**config.mk**
```make
export PLATFORM = sky130hd
export DESIGN_NAME = ckos_clock_control
export DESIGN_NICKNAME = d
export VERILOG_FILES = /design/src/rtl/ckos_pkg.sv /design/src/rtl/ckos_sync.sv /design/src/rtl/ckos_clock_control.sv
export SDC_FILE = /design/constraint.sdc
export NUM_CORES = 1
export LEC_CHECK = 0
export BUFFER_PORTS_ARGS = -buffer_cell sky130_fd_sc_hd__buf_2
export CAP_MARGIN = 0
export CORE_MARGIN = 1
export CORE_UTILIZATION = 50
export CTS_CLUSTER_DIAMETER = 150
export CTS_CLUSTER_SIZE = 12
export DETAILED_ROUTE_END_ITERATION = 12
export PLACE_DENSITY_LB_ADDON = 0.08
export SKIP_LAST_GASP = 1
export SYNTH_ARGS = -nofsm -noshare
export SYNTH_HDL_FRONTEND = slang
export SYNTH_SLANG_ARGS = --single-unit
```
**constraint.sdc**
```tcl
create_clock -name clk -period 3.1 [get_ports clk]
set_input_delay 0.155 -clock clk [delete_from_list [all_inputs] [get_ports clk]]
set_output_delay 0.155 -clock clk [all_outputs]
set_load 0.01 [all_outputs]
```
**src/rtl/ckos_pkg.sv**
```systemverilog
// Shared constants and types for the clock output select block
package ckos_pkg;

    // ****************************************
    // Three-level mode pin encoding
    // ****************************************
    localparam logic [1:0] MODE_LOW = 2'h0; // Pin below low threshold
    localparam logic [1:0] MODE_HIGH = 2'h1; // Pin above high threshold
    localparam logic [1:0] MODE_MID = 2'h2; // Pin at mid level

    // ****************************************
    // Frequency select and CPU rate codes
    // ****************************************
    localparam logic [1:0] FSEL_HIZ = 2'h0; // Mid mode: all outputs float
    localparam logic [1:0] FSEL_TEST = 2'h1; // Mid mode: test clock mode
    localparam logic [1:0] CPU_66 = 2'h0; // CPU at 66 MHz
    localparam logic [1:0] CPU_100 = 2'h1; // CPU at 100 MHz
    localparam logic [1:0] CPU_200 = 2'h2; // CPU at 200 MHz
    localparam logic [1:0] CPU_133 = 2'h3; // CPU at 133 MHz

    // ****************************************
    // Clock sources and divider codes
    // ****************************************
    localparam logic [1:0] SRC_VCO = 2'h0; // Internal VCOs
    localparam logic [1:0] SRC_EXT66 = 2'h1; // External 66 MHz input
    localparam logic [1:0] SRC_TEST = 2'h2; // Test clock on crystal input
    localparam logic [3:0] DIV_NONE = 4'h0; // Synthesised, no divider
    localparam logic [3:0] DIV_1 = 4'h1; // Source passed straight
    localparam logic [3:0] DIV_2 = 4'h2; // Source divided by two
    localparam logic [3:0] DIV_4 = 4'h4; // Source divided by four
    localparam logic [3:0] DIV_8 = 4'h8; // Source divided by eight

    // ****************************************
    // Serial port protocol values
    // ****************************************
    localparam logic [7:0] ADDR_BYTE_WRITE = 8'hd2; // Own address, write
    localparam logic [7:0] CMD_CODE = 8'h00; // Only legal command code
    localparam logic [7:0] COUNT_MIN = 8'h01; // Least byte count
    localparam logic [7:0] COUNT_MAX = 8'h20; // Largest byte count
    localparam logic [3:0] BITS_PER_BYTE = 4'h8; // Bits before acknowledge
    localparam logic [2:0] IDX_ADDR = 3'h0; // Address byte slot
    localparam logic [2:0] IDX_CMD = 3'h1; // Command byte slot
    localparam logic [2:0] IDX_COUNT = 3'h2; // Byte count slot
    localparam logic [2:0] IDX_DATA0 = 3'h3; // Control byte slot
    localparam logic [2:0] IDX_LAST = 3'h7; // Slot counter saturates here

    // ****************************************
    // Control byte layout and reset values
    // ****************************************
    localparam int CTL_SPREAD_BIT = 7; // Spread spectrum enable
    localparam int CTL_SPARE_BIT = 6; // Reads zero
    localparam int CTL_VCH_BIT = 5; // Shared output selects 48 MHz
    localparam int CTL_CPUSTOP_BIT = 4; // Live CPU stop pin level
    localparam int CTL_PCISTOP_BIT = 3; // Software PCI stop
    localparam int CTL_MODE_BIT = 2; // Mode pin seen high at power-up
    localparam int CTL_FHI_BIT = 1; // Upper frequency select strap
    localparam int CTL_FLO_BIT = 0; // Lower frequency select strap
    localparam logic SPREAD_RST = 1'b0; // Spread off after power-up
    localparam logic VCH_RST = 1'b0; // Shared output at 66 MHz
    localparam logic PCISTOP_RST = 1'b0; // PCI clocks running
    localparam logic SPARE_VALUE = 1'b0; // Unused bit value

    // ****************************************
    // Bus receiver states
    // ****************************************
    typedef enum logic [1:0] {
        BUS_IDLE, // No transfer for us
        BUS_RECV, // Shifting a byte in
        BUS_ACK, // Holding the data line low
        BUS_SKIP // Not ours or refused, wait for stop
    } ckos_bus_state_t;

    // Pins from outside the clock domain
    typedef struct packed {
        logic scl; // Serial clock
        logic sda; // Serial data line level
        logic [1:0] modeSelectPin; // Three-level mode select
        logic freqSelectHi; // Upper frequency select
        logic freqSelectLo; // Lower frequency select
        logic powerDownN; // Power down, active low
        logic cpuClockStopN; // CPU clock stop, active low
        logic pciClockStopN; // PCI clock stop, active low
        logic powerGoodStrobeN; // Strap sample strobe, active low
        logic currentMultiplierSelect; // CPU output current range
    } ckos_pins_t;

    // Clock plan handed to the PLL and output drivers
    typedef struct packed {
        logic allHiZ; // Every clock output floats
        logic [1:0] source; // Where the clocks come from
        logic [1:0] cpuFreq; // CPU rate code
        logic [3:0] cpuDiv; // CPU divider from source
        logic [3:0] sixtySixDiv; // Sixty-six outputs divider
        logic [3:0] pciDiv; // PCI outputs divider
        logic [3:0] refDiv; // Reference output divider
        logic [3:0] usbDotDiv; // 48 MHz outputs divider
        logic cpuRun; // CPU pairs toggling
        logic cpuParkIref2; // True CPU outputs parked at twice ref
        logic cpuCompFloat; // CPU complements floating
        logic sixtySixRun; // Sixty-six outputs toggling
        logic bufferedRun; // Buffered sixty-six outputs toggling
        logic pciFreeRun; // Free-running PCI outputs toggling
        logic pciRun; // Seven stoppable PCI outputs toggling
        logic usbDotRun; // 48 MHz outputs toggling
        logic refRun; // Reference output toggling
        logic vcoOscOn; // VCOs and oscillator powered
        logic spreadOn; // Down-spread modulation on
        logic videoHub48; // Shared output at 48 MHz
        logic sharedPinInput; // Shared pin acts as 66 MHz input
        logic currentMult; // Captured current multiplier select
    } ckos_plan_t;

endpackage

```
**src/rtl/ckos_sync.sv**
```systemverilog
// Two flip-flop synchroniser for a bundle of asynchronous pins
`timescale 1ns/1ps
module ckos_sync #(
    parameter int WIDTH = 11
) (
    input wire logic clk,
    input wire logic reset,
    input wire logic [WIDTH-1:0] async,
    output logic [WIDTH-1:0] synced
);

    // ****************************************
    // State
    // ****************************************
    typedef struct packed {
        logic [WIDTH-1:0] meta; // First stage, read by second only
        logic [WIDTH-1:0] stable; // Second stage, safe to use
    } ckos_sync_state_t;

    ckos_sync_state_t state_q;
    ckos_sync_state_t state_d;

    // Refuse a bundle with no bits
    initial begin
        if (WIDTH < 1) begin
            $error("ckos_sync needs at least one bit");
        end
    end

    // ****************************************
    // Per-bit stages
    // ****************************************
    for (genvar i = 0; i < WIDTH; i++) begin : g_bit
        // Each pin shifts through its own pair of stages
        always_comb begin
            state_d.meta[i] = async[i];
            state_d.stable[i] = state_q.meta[i];
        end
    end

    // Register both stages
    always_ff @(posedge clk) begin
        if (reset) begin
            state_q <= '1; // Idle level: no false edge or strap
        end else begin
            state_q <= state_d;
        end
    end

    assign synced = state_q.stable;

endmodule

```
**src/rtl/ckos_clock_control.sv**
```systemverilog
// Clock output selection, gating and serial control byte of the synthesizer
//
// How it works
// - Mode high: shared pin is 66 input
// - Mid with select 01 divides test clock
// - Power down parks CPU, holds rest low
// - CPU stop parks true CPU, complements float
// - PCI stop halts the seven PCI clocks
// - Serial port takes block writes, byte zero first
// - Answer only address byte D2, write
// - Transfer valid once count byte acknowledged
// - Registers take defaults at power-up
// - Bit 7 enables down spread, default off
// - Bit 5 picks 48 MHz shared output
// - Bit 4 reads live CPU stop pin
// - Bit 3 software stops seven PCI clocks
// - Bits 2..0 hold power-up select straps
// - Straps sampled while power good low, once
`timescale 1ns/1ps
module ckos_clock_control
    import ckos_pkg::*;
#(
    parameter int PIN_WIDTH = 11
) (
    input wire logic clk,
    input wire logic reset,
    input wire ckos_pins_t pinsRaw,
    output logic sdaOut,
    output logic sdaOe,
    output ckos_plan_t clockPlan,
    output logic [7:0] controlStatusByte
);

    // Refuse a pin bundle that does not match the pin record
    initial begin
        if (PIN_WIDTH != $bits(ckos_pins_t)) begin
            $error("ckos_clock_control pin width mismatch");
        end
    end

    // ****************************************
    // State record
    // ****************************************
    typedef struct packed {
        ckos_bus_state_t busState; // Serial receiver state
        logic sclPrev; // Serial clock one sample ago
        logic sdaPrev; // Serial data one sample ago
        logic [3:0] bitCnt; // Bits taken in the current byte
        logic [7:0] shift; // Incoming byte, MSB first
        logic [2:0] byteIdx; // Byte slot within the transfer
        logic [5:0] remain; // Data bytes still allowed
        logic sdaOe; // Pulling the data line low
        logic spread; // Spread spectrum enable
        logic vch48; // Shared output at 48 MHz
        logic pciSwStop; // Software PCI stop
        logic strapDone; // Straps have been captured
        logic [1:0] strapMode; // Captured mode pin
        logic strapHi; // Captured upper frequency select
        logic strapLo; // Captured lower frequency select
        logic strapMult; // Captured current multiplier
        ckos_plan_t plan; // Registered clock plan
        logic [7:0] ctl; // Registered control byte image
    } ckos_state_t;

    ckos_state_t state_q; // Current state
    ckos_state_t state_d; // Next state
    ckos_pins_t pins; // Pins after synchronising

    // ****************************************
    // Pin synchroniser
    // ****************************************
    ckos_sync #(
        .WIDTH(PIN_WIDTH)
    ) u_sync (
        .clk(clk),
        .reset(reset),
        .async(pinsRaw),
        .synced(pins)
    );

    // ****************************************
    // Next-state logic
    // ****************************************
    logic sclRise; // Serial clock rising edge seen
    logic sclFall; // Serial clock falling edge seen
    logic startSeen; // Data falls while clock high
    logic stopSeen; // Data rises while clock high
    logic [1:0] effMode; // Mode in force
    logic [1:0] effFsel; // Frequency selects in force
    logic byteAck; // Acknowledge the byte just taken

    // Edge and bus condition detection
    always_comb begin
        sclRise = pins.scl && !state_q.sclPrev;
        sclFall = !pins.scl && state_q.sclPrev;
        startSeen = pins.scl && state_q.sclPrev && state_q.sdaPrev
            && !pins.sda;
        stopSeen = pins.scl && state_q.sclPrev && !state_q.sdaPrev
            && pins.sda;
    end

    // Decide the answer to a completed byte
    always_comb begin
        byteAck = 1'b0;
        unique case (state_q.byteIdx)
            // Only our own write address
            IDX_ADDR: byteAck = (state_q.shift == ADDR_BYTE_WRITE);
            // Command must be zero
            IDX_CMD: byteAck = (state_q.shift == CMD_CODE);
            // Count must lie in range
            IDX_COUNT: byteAck = (state_q.shift >= COUNT_MIN)
                && (state_q.shift <= COUNT_MAX);
            // Data within the announced count
            default: byteAck = (state_q.remain != 6'h00);
        endcase
    end

    // Straps in force: captured copy once taken, live pins before
    always_comb begin
        if (state_q.strapDone) begin
            effMode = state_q.strapMode;
            effFsel = {state_q.strapHi, state_q.strapLo};
        end else begin
            effMode = pins.modeSelectPin;
            effFsel = {pins.freqSelectHi, pins.freqSelectLo};
        end
    end

    // Main next-state process
    always_comb begin
        state_d = state_q;
        state_d.sclPrev = pins.scl;
        state_d.sdaPrev = pins.sda;

        // Strap capture on the first low power good sample
        if (!state_q.strapDone && !pins.powerGoodStrobeN) begin
            state_d.strapDone = 1'b1;
            state_d.strapMode = pins.modeSelectPin;
            state_d.strapHi = pins.freqSelectHi;
            state_d.strapLo = pins.freqSelectLo;
            state_d.strapMult = pins.currentMultiplierSelect;
        end

        // Serial receiver, start and stop win over everything
        if (startSeen) begin
            state_d.busState = BUS_RECV;
            state_d.bitCnt = 4'h0;
            state_d.byteIdx = IDX_ADDR;
            state_d.sdaOe = 1'b0;
        end else if (stopSeen) begin
            state_d.busState = BUS_IDLE;
            state_d.sdaOe = 1'b0;
        end else begin
            unique case (state_q.busState)
                // Waiting for a start
                BUS_IDLE: state_d.sdaOe = 1'b0;
                // Released until the stop
                BUS_SKIP: state_d.sdaOe = 1'b0;
                // Shift bits in on rising clock, MSB first
                BUS_RECV: begin
                    if (sclRise && state_q.bitCnt < BITS_PER_BYTE) begin
                        state_d.shift = {state_q.shift[6:0], pins.sda};
                        state_d.bitCnt = state_q.bitCnt + 4'h1;
                    end else if (sclFall && state_q.bitCnt == BITS_PER_BYTE)
                    begin
                        state_d.bitCnt = 4'h0;
                        if (byteAck) begin
                            state_d.busState = BUS_ACK;
                            state_d.sdaOe = 1'b1;
                        end else begin
                            state_d.busState = BUS_SKIP;
                        end
                        // Count byte arms the data bytes
                        if (byteAck && state_q.byteIdx == IDX_COUNT) begin
                            state_d.remain = state_q.shift[5:0];
                        end
                        // Data bytes use up the count
                        if (byteAck && state_q.byteIdx >= IDX_DATA0) begin
                            state_d.remain = state_q.remain - 6'h01;
                        end
                        // Byte zero writes the control bits
                        if (byteAck && state_q.byteIdx == IDX_DATA0) begin
                            state_d.spread =
                                state_q.shift[CTL_SPREAD_BIT];
                            state_d.vch48 =
                                state_q.shift[CTL_VCH_BIT];
                            state_d.pciSwStop =
                                state_q.shift[CTL_PCISTOP_BIT];
                        end
                    end
                end
                // Release after the acknowledge clock
                BUS_ACK: begin
                    if (sclFall) begin
                        state_d.sdaOe = 1'b0;
                        state_d.busState = BUS_RECV;
                        if (state_q.byteIdx != IDX_LAST) begin
                            state_d.byteIdx = state_q.byteIdx + 3'h1;
                        end
                    end
                end
            endcase
        end

        // Clock plan defaults
        state_d.plan = '0;
        state_d.plan.cpuFreq = effFsel;
        state_d.plan.currentMult = state_q.strapMult;
        state_d.plan.spreadOn = state_q.spread;
        state_d.plan.videoHub48 = state_q.vch48;

        // Source and dividers from the mode
        if (effMode == MODE_MID) begin
            if (effFsel == FSEL_TEST) begin
                state_d.plan.source = SRC_TEST;
                state_d.plan.cpuDiv = DIV_2;
                state_d.plan.sixtySixDiv = DIV_4;
                state_d.plan.pciDiv = DIV_8;
                state_d.plan.refDiv = DIV_1;
                state_d.plan.usbDotDiv = DIV_2;
            end else begin
                // Float mode, reserved codes float as well
                state_d.plan.allHiZ = 1'b1;
            end
        end else if (effMode == MODE_HIGH) begin
            state_d.plan.source = SRC_EXT66;
            state_d.plan.sharedPinInput = 1'b1;
            state_d.plan.sixtySixDiv = DIV_1;
            state_d.plan.pciDiv = DIV_2;
        end else begin
            state_d.plan.source = SRC_VCO;
        end

        // Output group gating
        if (state_d.plan.allHiZ) begin
            state_d.plan.vcoOscOn = 1'b0;
        end else if (!pins.powerDownN) begin
            // Everything low, CPU parked, oscillators off
            state_d.plan.cpuParkIref2 = 1'b1;
            state_d.plan.cpuCompFloat = 1'b1;
        end else begin
            state_d.plan.vcoOscOn = 1'b1;
            state_d.plan.sixtySixRun = 1'b1;
            state_d.plan.bufferedRun = 1'b1;
            state_d.plan.pciFreeRun = 1'b1;
            state_d.plan.usbDotRun = 1'b1;
            state_d.plan.refRun = 1'b1;
            state_d.plan.cpuRun = pins.cpuClockStopN;
            state_d.plan.cpuParkIref2 = !pins.cpuClockStopN;
            state_d.plan.cpuCompFloat = !pins.cpuClockStopN;
            state_d.plan.pciRun = pins.pciClockStopN
                && !state_q.pciSwStop;
        end

        // Control byte image
        state_d.ctl[CTL_SPREAD_BIT] = state_q.spread;
        state_d.ctl[CTL_SPARE_BIT] = SPARE_VALUE;
        state_d.ctl[CTL_VCH_BIT] = state_q.vch48;
        state_d.ctl[CTL_CPUSTOP_BIT] = pins.cpuClockStopN;
        state_d.ctl[CTL_PCISTOP_BIT] = state_q.pciSwStop;
        state_d.ctl[CTL_MODE_BIT] = (state_q.strapMode == MODE_HIGH);
        state_d.ctl[CTL_FHI_BIT] = state_q.strapHi;
        state_d.ctl[CTL_FLO_BIT] = state_q.strapLo;
    end

    // ****************************************
    // State register
    // ****************************************
    // Power-up defaults so the part runs without the serial port
    always_ff @(posedge clk) begin
        if (reset) begin
            state_q <= '0;
            state_q.busState <= BUS_IDLE;
            state_q.sclPrev <= 1'b1;
            state_q.sdaPrev <= 1'b1;
            state_q.spread <= SPREAD_RST;
            state_q.vch48 <= VCH_RST;
            state_q.pciSwStop <= PCISTOP_RST;
        end else begin
            state_q <= state_d;
        end
    end

    // ****************************************
    // Outputs
    // ****************************************
    // Every output but the constant comes from a flip-flop
    assign sdaOut = 1'b0; // Open drain, only ever pulls low
    assign sdaOe = state_q.sdaOe;
    assign clockPlan = state_q.plan;
    assign controlStatusByte = state_q.ctl;

endmodule

```
==> results.json <==
{
  "clk_pin_slew_ns": 0.08,
  "nNetsFinal": 413,
  "yosys.cell_types.count": 52,
  "hold_viol_final": 0,
  "synth_cells": 365,
  "syn_avg_cell_area_um2": 9.06,
  "synth_most_common_cell": "dfxtp_1",
  "drtPass1Iterations": 4,
  "place_congestion": 0.824,
  "final_core_util_pct": 57.2,
  "first_global_vias": 2116,
  "swShare_pct": 21.8,
  "viasPerCell": 5.10,
  "use_met2_pct": 26.1,
  "slew_headroom_pct": 60.5,
  "path_buf_inv": 0,
  "detail-route-antenna-nets": 0,
  "cts_buffers": 9,
  "grt_max_degree": 64,
  "coreArea_um2": 6350,
  "grt_overflow": 0,
  "die_y_um": 83.3,
  "p_int_mw": 1.57,
  "finalMaxSlewViolations": 0,
  "critPathLaunchType": "flop",
  "synth_top_area_share_pct": 44.8,
  "ys_seq_elements": 74,
  "crit_path_frequent_cell": "or3_4",
  "min_period_ns": 2.34,
  "crit_fanout": 10,
  "seqPwrFrac_pct": 49.6,
  "power_frac_clock_pct": 44.5,
  "dieArea_um2": 6940,
  "synthFlopType": "dfxtp_1",
  "yosys-top-cells-area": "dfxtp_1 45%, buf_4 11%, or2_2 4.7%",
  "worstPathArrival_ns": 2.58,
  "p_leak_nw": 1.51,
  "htreeDepth": 3,
  "status": "finished clean",
  "gr-usage-met1_pct": 23.9,
  "placed_cell_area_um2": 3280,
  "remaining_drc_errors": 0,
  "antenna_found_initial": 0,
  "fin_ws_ns": 0.761,
  "grt_pass1_wl_um": 9830,
  "port_buffers": 46,
  "ys_seq_area_share_pct": 44.8,
  "yosys-top-cells-count": "74 x dfxtp_1, 48 x buf_4, 32 x nand2_1, 25 x a21oi_1, 25 x or2_2",
  "initial_core_util_pct": 52.1,
  "post-cts-setup-buffers": 0,
  "rows": 29,
  "grt_busiest_layer": "met2",
  "route.detailed.wl_per_inst_um": 12.3,
  "path_cells": "or3_4 > o31a_1 > nor3_1 > nor2_2 > or3_4 > a2111oi_2",
  "synth_edf_count": 0,
  "area_growth_pct": 9.80,
  "required_ns": 3.35,
  "synth_area_leader_cell": "dfxtp_1",
  "rsz0062_at_grt": "no",
  "gr-usage-all-layers_pct": 17.7,
  "stdcell_area_um2": 3630,
  "p_comb_share_pct": 6.0,
  "dp.final_hpwl_um": 3970,
  "finalSetupViolCount": 0,
  "fin_skew_ns": 0.00677,
  "cts.sinks": 74,
  "clock_path_buffers": 2,
  "ir_worst_vdd_uv": 367,
  "setup_tns_ns": 0,
  "maxCapViolations": 0,
  "fmax_mhz": 428,
  "switchingPower_mw": 0.440,
  "synthArstFlopShare_pct": 0,
  "p_per_area_nw_per_um2": 555,
  "wl_um": 5760,
  "crit_path_max_incr_delay_ns": 0.45,
  "cts_tree": "built",
  "antenna_cells": 0,
  "vias": 2395,
  "syn_area_um2": 3310,
  "worst_setup_path_end_kind": "flop",
  "io-pin-count": 62,
  "p_total_mw": 2.01,
  "clock-root-buffer": "clkbuf_8",
  "drive_gt1_share_pct": 23.9,
  "insertion_delay_ns": 0.35,
  "yosys_warnings": 0,
  "gr-usage-met3_pct": 4.08,
  "path_class": "flop to flop",
  "drt_iter0_drc": 118,
  "finalCritPeriodShare_pct": 75.4,
  "critical-path-top-delay-family": "simple AND/OR/NAND/NOR gates",
  "worst_pin_slew_ns": 0.587,
  "pre_cts_ws_ns": 0.789,
  "die_w_um": 83.3,
  "crit_slowest_cell": "or3_4",
  "hold_class": "input port to flop"
}
-- final timing paths --
path                startpoint               end  slack, ns  cells after the start
max                state_q[69]       state_q[61]       0.76                      6
max reg2reg        state_q[69]       state_q[61]       0.76                      6
min reg2reg  u_sync.state_d[1]  u_sync.synced[1]       0.41                      1
min                      reset       state_q[81]       0.25                      3
-- per-layer routing --
metal  vias up  share of wire (%)
li1       1216                  -
met1      1109                 51
met4         0                2.3
met3        15                3.6
met2        55                 43
met5         -                  0
-- final cells by class --
class,count,area [µm²]
Fill cell,582,2720
Sequential cell,74,1480
Multi-Input combinational cell,228,1400
Timing Repair Buffer,59,355
Clock buffer,10,128
Clock inverter,6,113
Tap cell,77,96.3
Inverter,16,60.1
-- timing repair --
item,4_1_cts,5_1_grt
endpoints found under the hold margin,11,0
endpoints found under the setup margin,0,0
gates resized for setup,0,0
hold buffers,11,0
-- through the flow --
step	hold WS (ns)	std cells
global route	0.277	470
detailed placement	0.339	443
CTS	0.246	470
global placement	0.337	443
floorplan	0.259	379
finish	0.250	470
-- power groups by stage --
stage | combinational [mW] | clock [mW] | sequential, mW
final | 0.121 | 0.895 | 0.998
after global routing | 0.134 | 0.964 | 1.00
after CTS | 0.121 | 0.916 | 0.998
after detailed placement | 0.110 | 0 | 1.02
after global placement | 0.109 | 0 | 1.02
after floorplan | 0.117 | 0 | 1.01
-- worst min-delay path: cells and delay by family --
kind                   cells  cell delay (ns)
buffers and inverters      2             0.22
AND/OR/NAND/NOR            1             0.18
-- sequential cells by signal, summed over array words and instances (netlist names) --
register and flops:
controlStatusByte 6, state_d 6, u_sync.synced 11, sdaOe 1, u_sync.state_d 11, state_q 28, clockPlan 11
-- cell usage in the layout, fill, tap and decap left out, drive strengths merged, types with 3 or more instances in the layout --
master       Yosys  layout
a211oi           4       4
a21oi           25      25
a31oi            3       3
and3             5       5
buf             50      48
bufinv           0       3
clkbuf          11      10
conb             1      15
dfxtp           74      74
dlygate4sd3      0      11
ha              12      12
inv             16      17
mux2i            5       5
nand2           32      32
nand3            4       4
nand4            3       3
nor2            24      24
nor2b            8       8
nor3             6       6
nor3b            5       5
o211ai           3       3
o21ai            9       9
o311ai           4       4
o31ai            4       4
or2             25      25
or3              5       5
-- logic make-up (layout without fill, tap and decap cells) --
logic type	count (synthesis)	count (layout)	synth area share [%]
fa+ha+maj	12	12	4.54
simple gates	125	125	19.8
other cells	1	15	0.113
mux	5	5	1.51
xor+xnor	4	4	1.06
compound gates	67	67	13.6
flops	74	74	44.8
buf+inv	77	91	14.5
No activity file was read; power rests on OpenSTA's default activity.
